File: src/inc/tsp_pkg.sv
// tsp_pkg: constants, register map, types and helpers of the tdm serial port framer
// assumes one 200 MHz AHB-Lite clock; serial pins are sampled as synchronous inputs
package tsp_pkg;
  localparam int TSP_WMAX = 16;
  localparam int TSP_ADDR_W = 8;
  localparam logic [7:0] TSP_A_CTRL = 8'h00;
  localparam logic [7:0] TSP_A_TX_FSDIV = 8'h04;
  localparam logic [7:0] TSP_A_RX_FSDIV = 8'h08;
  localparam logic [7:0] TSP_A_TX_CLKDIV = 8'h0C;
  localparam logic [7:0] TSP_A_RX_CLKDIV = 8'h10;
  localparam logic [7:0] TSP_A_TX_SLOTS = 8'h14;
  localparam logic [7:0] TSP_A_TX_DATA = 8'h18;
  localparam logic [7:0] TSP_A_RX_DATA = 8'h1C;
  localparam logic [7:0] TSP_A_STATUS = 8'h20;
  localparam logic [31:0] TSP_CTRL_RST = 32'h0000_0000;
  localparam logic [15:0] TSP_FSDIV_RST = 16'h03FF;
  localparam logic [15:0] TSP_CLKDIV_RST = 16'h0008;
  localparam logic [31:0] TSP_SLOTS_RST = 32'h0000_0000;
  localparam int TSP_B_TX_EN = 0;
  localparam int TSP_B_RX_EN = 1;
  localparam int TSP_B_TX_REQ = 2;
  localparam int TSP_B_RX_REQ = 3;
  localparam int TSP_B_TX_LOW = 4;
  localparam int TSP_B_RX_LOW = 5;
  localparam int TSP_B_TX_INT = 6;
  localparam int TSP_B_RX_INT = 7;
  localparam int TSP_B_TX_ALT = 8;
  localparam int TSP_B_RX_ALT = 9;
  localparam int TSP_B_EARLY = 10;
  localparam int TSP_B_MCM = 11;
  localparam int TSP_B_WLEN = 12;
  localparam int TSP_B_MFD = 16;
  localparam int TSP_B_TX_CM = 20;
  localparam int TSP_B_RX_CM = 22;
  localparam int TSP_S_TX_FULL = 0;
  localparam int TSP_S_RX_VALID = 1;
  localparam int TSP_S_RX_OVR = 2;
  localparam int TSP_S_TX_BUSY = 3;
  localparam int TSP_S_RX_BUSY = 4;
  typedef enum logic [1:0] {
    TSP_CLK_INT = 2'h0,
    TSP_CLK_BYPASS = 2'h1,
    TSP_CLK_HALF = 2'h2,
    TSP_CLK_RSVD = 2'h3
  } tsp_clk_mode_e;
  typedef enum logic [1:0] {
    TSP_IDLE = 2'h0,
    TSP_DELAY = 2'h1,
    TSP_SHIFT = 2'h3
  } tsp_eng_e;
  typedef struct packed {
    logic ext_clk;
    logic tx_fs;
    logic rx_fs;
    logic rx_data;
  } tsp_pin_in_s;
  typedef struct packed {
    logic tx_sck;
    logic rx_sck;
    logic tx_fs;
    logic tx_fs_oe_n;
    logic rx_fs;
    logic rx_fs_oe_n;
    logic tx_data;
    logic tx_data_oe_n;
  } tsp_pin_out_s;
  function automatic logic [4:0] tsp_word_len(input logic [3:0] f);
    return {1'b0, f} + 5'h01;
  endfunction
  function automatic logic [15:0] tsp_align(input logic [15:0] w, input logic [3:0] f);
    return w << (4'(TSP_WMAX - 1) - f);
  endfunction
endpackage

File: src/hdl/tsp_bitclk.sv
// tsp_bitclk: bit clock source, internal divider, bypass or half-rate recovery
// assumes ext_clk is already synchronous to hclk and slower than hclk / 2
`timescale 1ns/10ps
module tsp_bitclk
(
  input wire logic hclk,
  input wire logic hresetn,
  input wire tsp_pkg::tsp_clk_mode_e mode,
  input wire logic [15:0] div,
  input wire logic ext_clk,
  input wire logic realign,
  output logic sck,
  output logic rise,
  output logic fall
);
  import tsp_pkg::*;
  typedef struct packed {
    logic ext;
    logic sck;
    logic [15:0] cnt;
  } tsp_bck_s;
  tsp_bck_s q;
  tsp_bck_s d;

  always_comb
  begin
    d = q;
    d.ext = ext_clk;
    case (mode)
      TSP_CLK_INT:
      begin
        // half period of div hclk cycles; 0 and 1 both give the fastest rate
        if ({1'b0, q.cnt} + 17'h00001 >= {1'b0, div})
        begin
          d.cnt = '0;
          d.sck = ~q.sck;
        end
        else
        begin
          d.cnt = q.cnt + 16'h0001;
        end
      end
      TSP_CLK_HALF:
      begin
        if (realign)
        begin
          d.sck = 1'b0;
        end
        else if (ext_clk && !q.ext)
        begin
          d.sck = ~q.sck;
        end
      end
      default:
      begin
        d.sck = ext_clk;
      end
    endcase
  end

  always_ff @(posedge hclk or negedge hresetn)
  begin
    if (!hresetn)
    begin
      q <= '0;
    end
    else
    begin
      q <= d;
    end
  end

  assign sck = q.sck;
  assign rise = d.sck & ~q.sck;
  assign fall = ~d.sck & q.sck;
endmodule

File: src/hdl/tsp_port.sv
// tsp_port: tdm serial port framing engine with an AHB-Lite register slave
// assumes a single AHB-Lite master, word accesses only, pins synchronous to hclk
`timescale 1ns/10ps
module tsp_port
(
  input wire logic hclk,
  input wire logic hresetn,
  input wire logic hsel,
  input wire logic [31:0] haddr,
  input wire logic [1:0] htrans,
  input wire logic hwrite,
  input wire logic [2:0] hsize,
  input wire logic [31:0] hwdata,
  input wire logic hready,
  output logic hreadyout,
  output logic hresp,
  output logic [31:0] hrdata,
  input wire tsp_pkg::tsp_pin_in_s pin_i,
  output tsp_pkg::tsp_pin_out_s pin_o
);
  import tsp_pkg::*;
  typedef struct packed {
    logic [31:0] ctrl;
    logic [15:0] tx_fsdiv;
    logic [15:0] rx_fsdiv;
    logic [15:0] tx_clkdiv;
    logic [15:0] rx_clkdiv;
    logic [31:0] tx_slots;
    logic [15:0] tx_hold;
    logic tx_hold_v;
    logic [15:0] rx_data;
    logic rx_v;
    logic rx_ovr;
    logic dph_wr;
    logic [7:0] dph_addr;
    logic [31:0] hrdata;
    tsp_eng_e tx_st;
    logic [15:0] tx_sh;
    logic [4:0] tx_cnt;
    logic [4:0] tx_slot;
    logic [3:0] tx_dly;
    logic [15:0] tx_fcnt;
    logic tx_fs_int;
    logic tx_fs_seen;
    logic tx_fs_prev;
    logic tx_drv;
    logic tx_dt;
    tsp_eng_e rx_st;
    logic [15:0] rx_sh;
    logic [4:0] rx_cnt;
    logic [3:0] rx_dly;
    logic [15:0] rx_fcnt;
    logic rx_fs_int;
    logic rx_fs_seen;
    logic rx_fs_prev;
    logic rx_started;
    logic rx_cont;
  } tsp_port_s;
  tsp_port_s q;
  tsp_port_s d;

  logic tx_rise, tx_fall, rx_rise, rx_fall, tx_sck, rx_sck;
  logic multichannel_enable, early, tx_req, rx_req, tx_alt, rx_alt, tx_int, rx_int;
  logic [3:0] wfield, multichannel_frame_delay;
  logic [4:0] wlen;
  logic tx_fs_act, rx_fs_act, tx_smp, rx_smp;
  logic tx_fs_now, rx_fs_now, tx_go, rx_go, tx_gen, rx_gen;
  logic tx_load, tx_new_frame, tx_sel, rx_first, rx_take;
  logic [4:0] tx_slot_n, rx_left;
  logic [15:0] rx_sh_n, tx_async_word;
  logic tx_async, rx_ovr_set;
  logic acc;

  assign multichannel_enable = q.ctrl[TSP_B_MCM];
  assign early = q.ctrl[TSP_B_EARLY];
  assign tx_req = q.ctrl[TSP_B_TX_REQ];
  assign rx_req = q.ctrl[TSP_B_RX_REQ];
  assign tx_alt = q.ctrl[TSP_B_TX_ALT];
  assign rx_alt = q.ctrl[TSP_B_RX_ALT];
  assign tx_int = q.ctrl[TSP_B_TX_INT];
  assign rx_int = q.ctrl[TSP_B_RX_INT];
  assign wfield = q.ctrl[TSP_B_WLEN +: 4];
  assign multichannel_frame_delay = q.ctrl[TSP_B_MFD +: 4];
  assign wlen = tsp_word_len(wfield);

  // internal sync bypasses the polarity inversion that an external one goes through
  assign tx_fs_act = tx_int ? q.tx_fs_int : (pin_i.tx_fs ^ q.ctrl[TSP_B_TX_LOW]);
  assign rx_fs_act = rx_int ? q.rx_fs_int : (pin_i.rx_fs ^ q.ctrl[TSP_B_RX_LOW]);
  assign tx_smp = early ? tx_rise : tx_fall;
  assign rx_smp = early ? rx_rise : rx_fall;

  tsp_bitclk u_tx_clk
  (
    .hclk(hclk),
    .hresetn(hresetn),
    .mode(tsp_clk_mode_e'(q.ctrl[TSP_B_TX_CM +: 2])),
    .div(q.tx_clkdiv),
    .ext_clk(pin_i.ext_clk),
    .realign(tx_fs_act & ~q.tx_fs_prev),
    .sck(tx_sck),
    .rise(tx_rise),
    .fall(tx_fall)
  );

  tsp_bitclk u_rx_clk
  (
    .hclk(hclk),
    .hresetn(hresetn),
    .mode(tsp_clk_mode_e'(q.ctrl[TSP_B_RX_CM +: 2])),
    .div(q.rx_clkdiv),
    .ext_clk(pin_i.ext_clk),
    .realign(rx_fs_act & ~q.rx_fs_prev),
    .sck(rx_sck),
    .rise(rx_rise),
    .fall(rx_fall)
  );

  always_comb
  begin
    d = q;
    tx_load = 1'b0;
    tx_new_frame = 1'b0;
    tx_sel = 1'b0;
    tx_slot_n = q.tx_slot;
    rx_first = 1'b0;
    rx_take = 1'b0;
    rx_left = q.rx_cnt;
    rx_sh_n = q.rx_sh;
    // defaults keep the disabled paths free of latches
    tx_fs_now = 1'b0;
    tx_go = 1'b0;
    rx_fs_now = 1'b0;
    rx_go = 1'b0;
    rx_ovr_set = 1'b0;
    d.tx_fs_prev = tx_fs_act;
    d.rx_fs_prev = rx_fs_act;
    acc = hsel && htrans[1] && hready;
    // address phase: reads are answered from a flop in the data phase
    d.dph_wr = acc && hwrite;
    d.dph_addr = haddr[TSP_ADDR_W-1:0];
    d.hrdata = '0;
    if (acc && !hwrite)
    begin
      if (haddr[TSP_ADDR_W-1:0] == TSP_A_CTRL)
        d.hrdata = q.ctrl;
      else if (haddr[TSP_ADDR_W-1:0] == TSP_A_TX_FSDIV)
        d.hrdata = {16'h0000, q.tx_fsdiv};
      else if (haddr[TSP_ADDR_W-1:0] == TSP_A_RX_FSDIV)
        d.hrdata = {16'h0000, q.rx_fsdiv};
      else if (haddr[TSP_ADDR_W-1:0] == TSP_A_TX_CLKDIV)
        d.hrdata = {16'h0000, q.tx_clkdiv};
      else if (haddr[TSP_ADDR_W-1:0] == TSP_A_RX_CLKDIV)
        d.hrdata = {16'h0000, q.rx_clkdiv};
      else if (haddr[TSP_ADDR_W-1:0] == TSP_A_TX_SLOTS)
        d.hrdata = q.tx_slots;
      else if (haddr[TSP_ADDR_W-1:0] == TSP_A_TX_DATA)
        d.hrdata = {16'h0000, q.tx_hold};
      else if (haddr[TSP_ADDR_W-1:0] == TSP_A_RX_DATA)
      begin
        d.hrdata = {16'h0000, q.rx_data};
        d.rx_v = 1'b0;
      end
      else if (haddr[TSP_ADDR_W-1:0] == TSP_A_STATUS)
      begin
        d.hrdata[TSP_S_TX_FULL] = q.tx_hold_v;
        d.hrdata[TSP_S_RX_VALID] = q.rx_v;
        d.hrdata[TSP_S_RX_OVR] = q.rx_ovr;
        d.hrdata[TSP_S_TX_BUSY] = q.tx_st != TSP_IDLE;
        d.hrdata[TSP_S_RX_BUSY] = q.rx_st != TSP_IDLE;
      end
    end

    // transmit side: words leave on bit clock rising edges
    tx_gen = tx_req || (q.tx_st == TSP_IDLE && q.tx_hold_v);
    if (!q.ctrl[TSP_B_TX_EN])
    begin
      d.tx_st = TSP_IDLE;
      d.tx_drv = 1'b0;
      d.tx_fs_int = 1'b0;
      d.tx_fs_seen = 1'b0;
      d.tx_fcnt = '0;
    end
    else
    begin
      if (early ? tx_fall : tx_rise)
      begin
        d.tx_fcnt = (q.tx_fcnt >= q.tx_fsdiv) ? '0 : q.tx_fcnt + 16'h0001;
        d.tx_fs_int = (d.tx_fcnt == '0) && tx_gen && tx_int;
      end
      tx_fs_now = tx_int ? d.tx_fs_int : tx_fs_act;
      tx_go = tx_alt ? tx_fs_now : q.tx_fs_seen;
      if (tx_rise)
      begin
        case (q.tx_st)
          TSP_IDLE:
          begin
            tx_new_frame = tx_go;
          end
          TSP_DELAY:
          begin
            if (q.tx_dly == '0)
              tx_load = 1'b1;
            else
              d.tx_dly = q.tx_dly - 4'h1;
          end
          default:
          begin
            if (q.tx_cnt == '0)
            begin
              if (tx_go)
                tx_new_frame = 1'b1;
              else if (multichannel_enable || (!tx_req && q.tx_hold_v))
              begin
                tx_load = 1'b1;
                tx_slot_n = q.tx_slot + 5'h01;
              end
              else
              begin
                d.tx_st = TSP_IDLE;
                d.tx_drv = 1'b0;
              end
            end
            else
            begin
              d.tx_cnt = q.tx_cnt - 5'h01;
              d.tx_sh = q.tx_sh << 1;
              d.tx_dt = d.tx_sh[TSP_WMAX-1];
            end
          end
        endcase
        if (tx_new_frame)
        begin
          d.tx_fs_seen = 1'b0;
          tx_slot_n = '0;
          if (multichannel_enable && multichannel_frame_delay != '0)
          begin
            d.tx_st = TSP_DELAY;
            d.tx_dly = multichannel_frame_delay - 4'h1;
            d.tx_drv = 1'b0;
          end
          else
          begin
            tx_load = 1'b1;
          end
        end
        if (tx_load)
        begin
          d.tx_st = TSP_SHIFT;
          d.tx_slot = tx_slot_n;
          d.tx_cnt = wlen - 5'h01;
          tx_sel = !multichannel_enable || q.tx_slots[tx_slot_n];
          d.tx_drv = tx_sel && q.tx_hold_v;
          d.tx_sh = d.tx_drv ? tsp_align(q.tx_hold, wfield) : '0;
          d.tx_dt = d.tx_sh[TSP_WMAX-1];
          if (d.tx_drv)
            d.tx_hold_v = 1'b0;
        end
      end
      if (tx_smp && tx_fs_act)
        d.tx_fs_seen = 1'b1;
    end

    // receive side: bits are taken on bit clock falling edges
    rx_gen = rx_req || (q.rx_st == TSP_IDLE && !q.rx_started);
    if (!q.ctrl[TSP_B_RX_EN])
    begin
      d.rx_st = TSP_IDLE;
      d.rx_fs_int = 1'b0;
      d.rx_fs_seen = 1'b0;
      d.rx_started = 1'b0;
      d.rx_cont = 1'b0;
      d.rx_fcnt = '0;
    end
    else
    begin
      if (early ? rx_fall : rx_rise)
      begin
        d.rx_fcnt = (q.rx_fcnt >= q.rx_fsdiv) ? '0 : q.rx_fcnt + 16'h0001;
        d.rx_fs_int = (d.rx_fcnt == '0) && rx_gen && rx_int;
      end
      rx_fs_now = rx_int ? q.rx_fs_int : rx_fs_act;
      rx_go = rx_alt ? rx_fs_now : q.rx_fs_seen;
      if (rx_fall)
      begin
        case (q.rx_st)
          TSP_IDLE:
          begin
            if (rx_go && (rx_req || !q.rx_started))
            begin
              d.rx_started = 1'b1;
              if (multichannel_enable && multichannel_frame_delay != '0)
              begin
                d.rx_st = TSP_DELAY;
                d.rx_dly = multichannel_frame_delay - 4'h1;
              end
              else
              begin
                rx_first = 1'b1;
              end
            end
            else if (q.rx_cont)
            begin
              rx_first = 1'b1;
            end
          end
          TSP_DELAY:
          begin
            if (q.rx_dly == '0)
              rx_first = 1'b1;
            else
              d.rx_dly = q.rx_dly - 4'h1;
          end
          default:
          begin
            rx_take = 1'b1;
            rx_sh_n = {q.rx_sh[TSP_WMAX-2:0], pin_i.rx_data};
            rx_left = q.rx_cnt - 5'h01;
          end
        endcase
        if (rx_first)
        begin
          d.rx_fs_seen = 1'b0;
          rx_take = 1'b1;
          rx_sh_n = {{(TSP_WMAX-1){1'b0}}, pin_i.rx_data};
          rx_left = wlen - 5'h01;
        end
        if (rx_take)
        begin
          d.rx_sh = rx_sh_n;
          d.rx_cnt = rx_left;
          d.rx_st = TSP_SHIFT;
          if (rx_left == '0)
          begin
            d.rx_st = TSP_IDLE;
            d.rx_cont = multichannel_enable || !rx_req;
            d.rx_data = rx_sh_n;
            rx_ovr_set = d.rx_v;
            if (d.rx_v)
              d.rx_ovr = 1'b1;
            d.rx_v = 1'b1;
          end
        end
      end
      if (rx_smp && rx_fs_act)
        d.rx_fs_seen = 1'b1;
    end

    // data phase writes come last so a new word is never lost to a load
    if (q.dph_wr)
    begin
      if (q.dph_addr == TSP_A_CTRL)
        d.ctrl = hwdata;
      else if (q.dph_addr == TSP_A_TX_FSDIV)
        d.tx_fsdiv = hwdata[15:0];
      else if (q.dph_addr == TSP_A_RX_FSDIV)
        d.rx_fsdiv = hwdata[15:0];
      else if (q.dph_addr == TSP_A_TX_CLKDIV)
        d.tx_clkdiv = hwdata[15:0];
      else if (q.dph_addr == TSP_A_RX_CLKDIV)
        d.rx_clkdiv = hwdata[15:0];
      else if (q.dph_addr == TSP_A_TX_SLOTS)
        d.tx_slots = hwdata;
      else if (q.dph_addr == TSP_A_TX_DATA)
      begin
        d.tx_hold = hwdata[15:0];
        d.tx_hold_v = 1'b1;
      end
      // a fresh overrun wins over a clear in the same cycle
      else if (q.dph_addr == TSP_A_STATUS && hwdata[TSP_S_RX_OVR] && !rx_ovr_set)
        d.rx_ovr = 1'b0;
    end
  end

  always_ff @(posedge hclk or negedge hresetn)
  begin
    if (!hresetn)
    begin
      q <= '0;
      q.ctrl <= TSP_CTRL_RST;
      q.tx_fsdiv <= TSP_FSDIV_RST;
      q.rx_fsdiv <= TSP_FSDIV_RST;
      q.tx_clkdiv <= TSP_CLKDIV_RST;
      q.rx_clkdiv <= TSP_CLKDIV_RST;
      q.tx_slots <= TSP_SLOTS_RST;
    end
    else
    begin
      q <= d;
    end
  end

  // external alternate sync: first bit follows the pin without a clock edge
  assign tx_async_word = tsp_align(q.tx_hold, wfield);
  assign tx_async = q.ctrl[TSP_B_TX_EN] && tx_alt && !tx_int && q.tx_st == TSP_IDLE
    && tx_fs_act && q.tx_hold_v && (!multichannel_enable || q.tx_slots[0]);

  assign hreadyout = 1'b1;
  assign hresp = 1'b0;
  assign hrdata = q.hrdata;
  assign pin_o.tx_sck = tx_sck;
  assign pin_o.rx_sck = rx_sck;
  assign pin_o.tx_fs = q.tx_fs_int ^ q.ctrl[TSP_B_TX_LOW];
  assign pin_o.tx_fs_oe_n = ~tx_int;
  assign pin_o.rx_fs = q.rx_fs_int ^ q.ctrl[TSP_B_RX_LOW];
  assign pin_o.rx_fs_oe_n = ~rx_int;
  assign pin_o.tx_data = tx_async ? tx_async_word[TSP_WMAX-1] : q.tx_dt;
  assign pin_o.tx_data_oe_n = ~(q.tx_drv | tx_async);
endmodule

File: config.mk
export PLATFORM = sky130hd
export DESIGN_NAME = tsp_port
export DESIGN_NICKNAME = d
export VERILOG_FILES = /design/src/inc/tsp_pkg.sv /design/src/hdl/tsp_bitclk.sv /design/src/hdl/tsp_port.sv
export SDC_FILE = /design/constraint.sdc
export NUM_CORES = 1
export LEC_CHECK = 0
export BUFFER_PORTS_ARGS = -buffer_cell sky130_fd_sc_hd__buf_2
export CORE_UTILIZATION = 40
export DETAILED_ROUTE_END_ITERATION = 8
export PLACE_DENSITY = 0.57
export SLEW_MARGIN = 5
export SYNTH_ARGS = -nofsm -noshare
export SYNTH_HDL_FRONTEND = slang
export SYNTH_SLANG_ARGS = --single-unit
File: constraint.sdc
create_clock -name hclk -period 5.8 [get_ports hclk]
set_input_delay 0.87 -clock hclk [delete_from_list [all_inputs] [get_ports hclk]]
set_output_delay 0.87 -clock hclk [all_outputs]
set_load 0.01 [all_outputs]
==> results of run 1 <==
-- cell families (layout without fill, tap and decap cells) --
family / Yosys count / after routing / share of synthesized area, %
simple gates: 644 / 644 / 16.45
compound gates: 573 / 573 / 19.99
flops: 338 / 338 / 44.03
buf+inv: 248 / 303 / 5.720
mux: 115 / 115 / 6.622
fa+ha+maj: 75 / 75 / 4.869
xor+xnor: 50 / 50 / 2.272
other cells: 2 / 2 / 0.03897
-- cells in the final DEF, fill, tap and decap left out, types with 7 or more instances in the layout --
| cell | instances |
|---|---|
| a222oi_1 | 16 |
| a31oi_1 | 21 |
| ha_1 | 75 |
| nor2b_1 | 14 |
| nor3_1 | 39 |
| mux2_2 | 100 |
| buf_4 | 34 |
| a221oi_1 | 14 |
| xor2_1 | 22 |
| a21o_1 | 24 |
| or3b_2 | 7 |
| or2_2 | 9 |
| dfrtp_1 | 316 |
| inv_1 | 105 |
| a22oi_1 | 38 |
| nand3_1 | 56 |
| xnor2_1 | 28 |
| a21oi_1 | 91 |
| nor4_1 | 10 |
| o31ai_1 | 11 |
| clkbuf_1 | 10 |
| o211ai_1 | 11 |
| a22o_1 | 47 |
| buf_2 | 88 |
| nand2b_1 | 14 |
| clkbuf_16 | 42 |
| mux2i_1 | 15 |
| and2_1 | 13 |
| dfstp_2 | 22 |
| o31ai_2 | 8 |
| and3_1 | 38 |
| o22ai_1 | 19 |
| nor2_1 | 129 |
| nand2_1 | 228 |
| a211oi_1 | 12 |
| o21ai_0 | 182 |
| o311ai_0 | 7 |
| nand4_1 | 18 |
| or3_1 | 21 |
-- per-stage QoR --
stage | total power [W] | hold WS, ns | instance area, µm² | instances
after CTS | 0.006382 | 0.4528 | 21450 | 2715
final | 0.006339 | 0.4079 | 21480 | 2715
after floorplan | 0.003358 | 0.4488 | 19270 | 2045
after global placement | 0.003692 | 0.4643 | 20080 | 2641
after detailed placement | 0.003728 | 0.4746 | 20080 | 2641
after global routing | 0.006633 | 0.4651 | 21480 | 2715
-- final timing paths --
| path | start | end | slack (ns) | cells past startpoint |
|---|---|---|---|---|
| max | u_tx_clk.q[0] | q[94] | 0.41 | 22 |
| min | hresetn | q[97] | 0.41 | 1 |
| max reg2reg | u_tx_clk.q[0] | q[94] | 0.41 | 22 |
| min reg2reg | q[92] | q[92] | 0.48 | 2 |
| max in group asynchronous | hresetn | u_rx_clk.q[9] | 4.13 | 2 |
| min in group hclk | haddr[1] | q[134] | 0.48 | 1 |
-- layout make-up --
type | instances | area [µm²] | area share (%)
inverters | 105 | 394.1 | 1.835
repair buffers | 124 | 730.7 | 3.401
clock inverters | 17 | 214.0 | 0.9959
multi-input cells | 1459 | 9732 | 45.30
flip-flops and latches | 338 | 8486 | 39.50
clock buffers | 57 | 1157 | 5.387
well taps | 615 | 769.5 | 3.582
-- cells in the mapped netlist (18+ instances only) --
library cell | instances | area, µm²
mux2_2 | 100 | 1126
o21ai_0 | 183 | 915.9
dfrtp_1 | 316 | 7908
a21o_1 | 24 | 180.2
nand3_1 | 56 | 280.3
ha_1 | 75 | 938.4
nand2_1 | 228 | 855.8
a22o_1 | 47 | 411.6
clkbuf_1 | 84 | 315.3
inv_1 | 105 | 394.1
a21oi_1 | 91 | 455.4
a22oi_1 | 38 | 285.3
xnor2_1 | 28 | 245.2
and3_1 | 39 | 244.0
or3_1 | 21 | 131.4
nand4_1 | 18 | 112.6
dfstp_2 | 22 | 578.1
o22ai_1 | 19 | 118.9
nor2_1 | 132 | 495.5
xor2_1 | 22 | 192.7
buf_4 | 37 | 277.8
nor3_1 | 41 | 205.2
a31oi_1 | 23 | 143.9
-- critical path, cell delays in order, from the launching register on --
cell       delay (ns)
dfrtp_1          0.43
ha_1             0.27
nand4_1          0.21
nor2_2           0.27
nand3_1          0.12
xnor2_1          0.16
ha_1             0.30
nand2_1          0.07
o21ai_0          0.18
o211ai_1         0.13
a21boi_1         0.31
o22ai_1          0.17
and2_1           0.20
o21ai_4          0.30
buf_4            0.22
a31oi_2          0.12
or2_4            0.30
a2bb2oi_1        0.14
a2111oi_0        0.51
nor4_1           0.15
a211o_4          0.36
nand3_4          0.21
o31ai_2          0.09
-- power groups by stage --
stage	clock network, W	logic [W]	registers, W
3_3_place_gp	0	0.000986	0.00271
4_1_cts	0.00269	0.00102	0.00267
3_5_place_dp	0	0.00102	0.00271
2_1_floorplan	0	0.000715	0.00264
5_1_grt	0.00278	0.00116	0.00270
6_report	0.00264	0.00103	0.00268
-- flip-flops by register name (all words and copies together), names as in the netlist --
name	flops
q	265
hrdata	32
u_rx_clk.q	17
u_tx_clk.q	16
multichannel_frame_delay	4
early	1
multichannel_enable	1
u_rx_clk.sck	1
u_tx_clk.sck	1
-- metal layers --
layer,vias up,track usage [%]
li1,7438,-
met1,7877,33.37
met2,506,36.44
met3,103,3.724
met4,4,10.19
met5,-,0
==> results.ini, run 1 <==
[pwr]
netSwitchingFraction_pct=29.57
vdd_drop_max_mv=0.2654
power_density_nw_per_um2=295.1
switching_power_w=0.001875
p_comb_share_pct=16.2
seqPwrFrac_pct=42.2
leakage_nw=9.882
internal_power_w=0.004464
power_frac_clock_pct=41.6

[die]
die_h_um=221.5
core_um2=47650
rows=80
die_x_um=221.5
ios=120
initial_core_util_pct=40.45
fp.dieArea_um2=49060

[place]
port_buffers=89
post-place-ws_ns=0.1395
place_hpwl_mm=42.03
gp_congestion=0.9435

[global_route]
grt_start_max_net_pins=132
grt_usage_pct=23.78
antenna_found_initial=2
overflow=0
grt_pass1_vias=15200
grt_pass1_wl_mm=90.66

[synthesis]
avgSynthCellArea_um2=9.423
synth_cells=2045
syn_area_um2=19270
synth-warning-count=0
ys.flop_type=dfrtp_1
syn-num-nets=2198
ys_seq_elements=338
synth-seq-area-share_pct=44.03
ys_async_sr_fraction_pct=100.0
synth_edf_count=0
synth.distinct_cells=90

[route]
postRouteWirelength_mm=58.17
drtIter0Drc=1383
routed_via_density=5.867
drt-met1-wl_mm=26.41
top_layer=met5
drtPass1Iterations=5
wl_per_cell_um=21.42
vias=15930
wl_met3_mm=3.604
postRouteAntennaNets=0
met2_length_mm=25.86
post-route-drc-count=0

[layout]
final_nets=2221
diodes=0
area_delta_synth_final_pct=11.48
fill_cells=4606
utilization_pct=45.09
drive_gt1_share_pct=17.43

[sta]
slew_viol_final=0
tns_ns=0
finalClockSkew_ns=0.02368
report.final.hold_viol_count=0
fin_crit_sh_pct=92.97
tightest_slew_ns=1.142
rsz0062_at_grt=false
clock.fmax_ghz=0.1854
slew_headroom_pct=23.55
worst_slack_ns=0.4076
setup_viol=0
min_period_ns=5.392

[worst_hold_path]
hold_path_class=primary input to async pin

[critical_path]
cp_data_arrival_time_ns=5.82
worstPathRequired_ns=6.23
path_class=flop to flop
cp_max_fo=9
cp-start-kind=flop
critPathCaptureType=flop

[clock_network]
clkTransAtPathRegs_ns=0.06
numCtsBuffers=40
clockBufferDepth=3
post_cts_buffers=0
htreeDepth=2
insertion_delay_ns=0.57
cts.sinks=338
cts-root-buf=clkbuf_16
hold_buffers=0
ctsResizeCount=0
cts_tree=yes

[flow_run]
drv_cap=0

[run_status]
status=finished clean

No activity file was read; power rests on OpenSTA's default activity.
==> inputs of run 2 (changes only) <==
- ABC_AREA: default -> 1
==> run 2 against run 1 <==
Net effect: first-iteration DRC count decreased by 3.3%; clock power increased by 8.3%; register-to-register slack improved by 0.28 ns; fmax increased by 5.5%; sequential power increased by 9.0%; synthesized cell count increased by 24%; largest cell class unchanged.
==> results.ini, run 2 <==
[run_status]
status=finished clean

[sta]
slew_headroom_pct=21.49  ; -2.1 points
report.final.hold_viol_count=0  ; unchanged
clock.fmax_ghz=0.1957  ; +5.5%
min_period_ns=5.109  ; -0.2834 ns
hold-worst-slack_ns=0.3341  ; -0.07385 ns
slew_viol_final=0  ; unchanged
rsz0062_at_grt=false
finalClockSkew_ns=0.02205  ; -0.001621 ns
fin_crit_sh_pct=88.08  ; -4.9 points
setup_viol=0  ; unchanged
tightest_slew_ns=1.176  ; +0.03375 ns
tns_ns=0  ; unchanged

[pwr]
power_density_nw_per_um2=344.8  ; +17%
leakage_nw=11.73  ; +19%
vdd_drop_max_mv=0.2209  ; -17%

[die]
ios=120  ; unchanged
fp.dieArea_um2=49740  ; +1.4%
rows=80  ; unchanged
die_x_um=223.0  ; +0.69%
core_um2=47950  ; +0.63%
die_h_um=223.0  ; +0.69%
initial_core_util_pct=40.75  ; +0.31 points

[global_route]
overflow=0  ; unchanged
grt_usage_pct=23.76  ; -0.027 points
antenna_found_initial=5  ; +3
grt_pass1_wl_mm=92.27  ; +1.8%
grt_start_max_net_pins=131  ; -0.76%
grt_pass1_vias=16360  ; +7.6%

[synthesis]
synth.distinct_cells=64  ; -29%
synth_edf_count=0  ; unchanged
synth_most_common_cell=nand2_1
synth-warning-count=0  ; unchanged
avgSynthCellArea_um2=7.714  ; -18%
syn_area_um2=19540  ; +1.4%
yosysTopAreaCellShare_pct=40.60  ; -0.43 points
ys_async_sr_fraction_pct=100.0  ; unchanged
ys_seq_elements=339  ; +0.30%
synth_cells=2533  ; +24%
synth_area_leaders=dfrtp_1 (41%), nand2_1 (9.6%), o21ai_0 (8.2%), inv_1 (7.6%), ha_1 (4.8%)
synth_commonest_cells=nand2_1 (500), inv_1 (397), o21ai_0 (319)
yosys.area.top_type=dfrtp_1
ys.flop_type=dfrtp_1
synth-seq-area-share_pct=43.56  ; -0.48 points
syn-num-nets=2686  ; +22%

[clock_network]
cts_tree=yes
cts.sinks=339  ; +0.30%
numCtsBuffers=41  ; +2.5%
htreeDepth=2  ; unchanged
clkTransAtPathRegs_ns=0.06  ; about the same
clockBufferDepth=3  ; unchanged
cts-root-buf=clkbuf_16
insertion_delay_ns=0.57  ; about the same
hold_buffers=0  ; unchanged

[flow_run]
drv_cap=0  ; unchanged

[layout]
utilization_pct=45.57  ; +0.48 points
largest_register=q
largest_reg_flops=266  ; +0.38%
drive_gt1_share_pct=10.40  ; -7.0 points
area_delta_synth_final_pct=11.81
final_nets=2717  ; +22%
final_cell_mix=nand2_1 (499), inv_1 (397), o21ai_0 (319)
layout_commonest_cell=nand2_1

[critical_path]
crit_slowest_cell=dfrtp_1
worstPathBufferInverterCount=1  ; unchanged
r2r_cells=39  ; +77%
critPathMaxStageDelay_ns=0.41  ; -0.10 ns
rrSetupSlack_ns=0.69  ; +0.28 ns
cp_max_fo=19  ; +10
critPathCaptureType=flop
path_class=flop to flop
timing.rr.end=q[49]
crit_family=simple AND/OR/NAND/NOR gates
cp-start-kind=flop
cpMostUsedCell=nand2_1
cp_data_arrival_time_ns=5.57  ; -0.25 ns
worstPathRequired_ns=6.26  ; +0.03 ns
reg2reg_from=u_tx_clk.q[0]

[route]
post-route-drc-count=0  ; unchanged
postRouteAntennaNets=0  ; unchanged
postRouteWirelength_mm=58.65  ; +0.83%
routed_via_density=5.346  ; -8.9%
drtIter0Drc=1338  ; -3.3%
wl_per_cell_um=18.25  ; -15%
drtPass1Iterations=8  ; +3
vias=17180  ; +7.8%

[place]
place_hpwl_mm=42.53  ; +1.2%
gp_congestion=0.9296  ; -1.5%
port_buffers=89  ; unchanged

[worst_hold_path]
hold_path_class=primary input to async pin

[run 2: cell types whose count changed after synthesis, moves of 47 or more]
| cell | before | now |
|---|---|---|
| nand2_1 | 228 | 500 |
| inv_1 | 105 | 397 |
| a22o_1 | 47 | 0 |
| nand3_1 | 56 | 126 |
| o21ai_0 | 183 | 319 |
| mux2_2 | 100 | 0 |
[run 2: per-layer routing]
metal / GRT usage, % / vias to the layer above / wire (µm)
li1: - / 8356 / -
met1: 32.75 / 8232 / 26730
met2: 38.40 / 484 / 26880
met3: 3.740 / 101 / 3415
met4: 7.075 / 4 / 1589
met5: 0 / - / 28
[run 2: worst max path at each step]
stage | slack, ns | depth (start not counted) | to | startpoint
finish | 0.69 | 39 | q[49] | u_tx_clk.q[0]
global route | 0.05 | 34 | q[88] | u_tx_clk.q[0]
CTS | 0.59 | 39 | q[49] | u_tx_clk.q[0]
detailed placement | 0.62 | 39 | q[49] | u_tx_clk.q[0]
global placement | 0.67 | 37 | q[49] | u_tx_clk.q[0]
floorplan | 1.65 | 37 | q[160] | u_tx_clk.q[0]
[run 2: layout make-up]
cell class              instances  area, µm²
flip-flops and latches        339       8511
repair buffers                118      685.7
diodes                          1      2.502
multi-input cells            1638       8775
clock inverters                15      261.5
fillers                      4801      26100
well taps                     615      769.5
inverters                     426       1599
clock buffers                  61       1244
[run 2: report_power, final]
group / internal, W / switching [W]
Clock: 0.00180 / 0.00107
Combinational: 0.000584 / 0.00117
Sequential: 0.00268 / 0.000243
[run 2: logic make-up after synthesis]
kind of cell,synth area share (%)
simple gates,20.50
compound gates,17.25
buf+inv,11.66
flops,43.56
fa+ha+maj,4.803
xor+xnor,1.883
mux,0.3074
other cells,0.03844
[run 2: metrics by stage]
stage | worst slack (ns) | instance area (µm²) | cells | power, W
2_1_floorplan | 1.647 | 19540 | 2533 | 0.004221
3_3_place_gp | 0.6732 | 20320 | 3136 | 0.004649
3_5_place_dp | 0.6201 | 20320 | 3136 | 0.004700
4_1_cts | 0.5850 | 21830 | 3212 | 0.007591
5_1_grt | 0.04624 | 21840 | 3212 | 0.007968
6_report | 0.6911 | 21850 | 3213 | 0.007533
[run 2: what timing repair did]
item                                    CTS  global route
buffers inserted                          0             0
endpoints found under the hold margin     0             0
gates resized for setup                   0             2
endpoints found under the setup margin    0            17
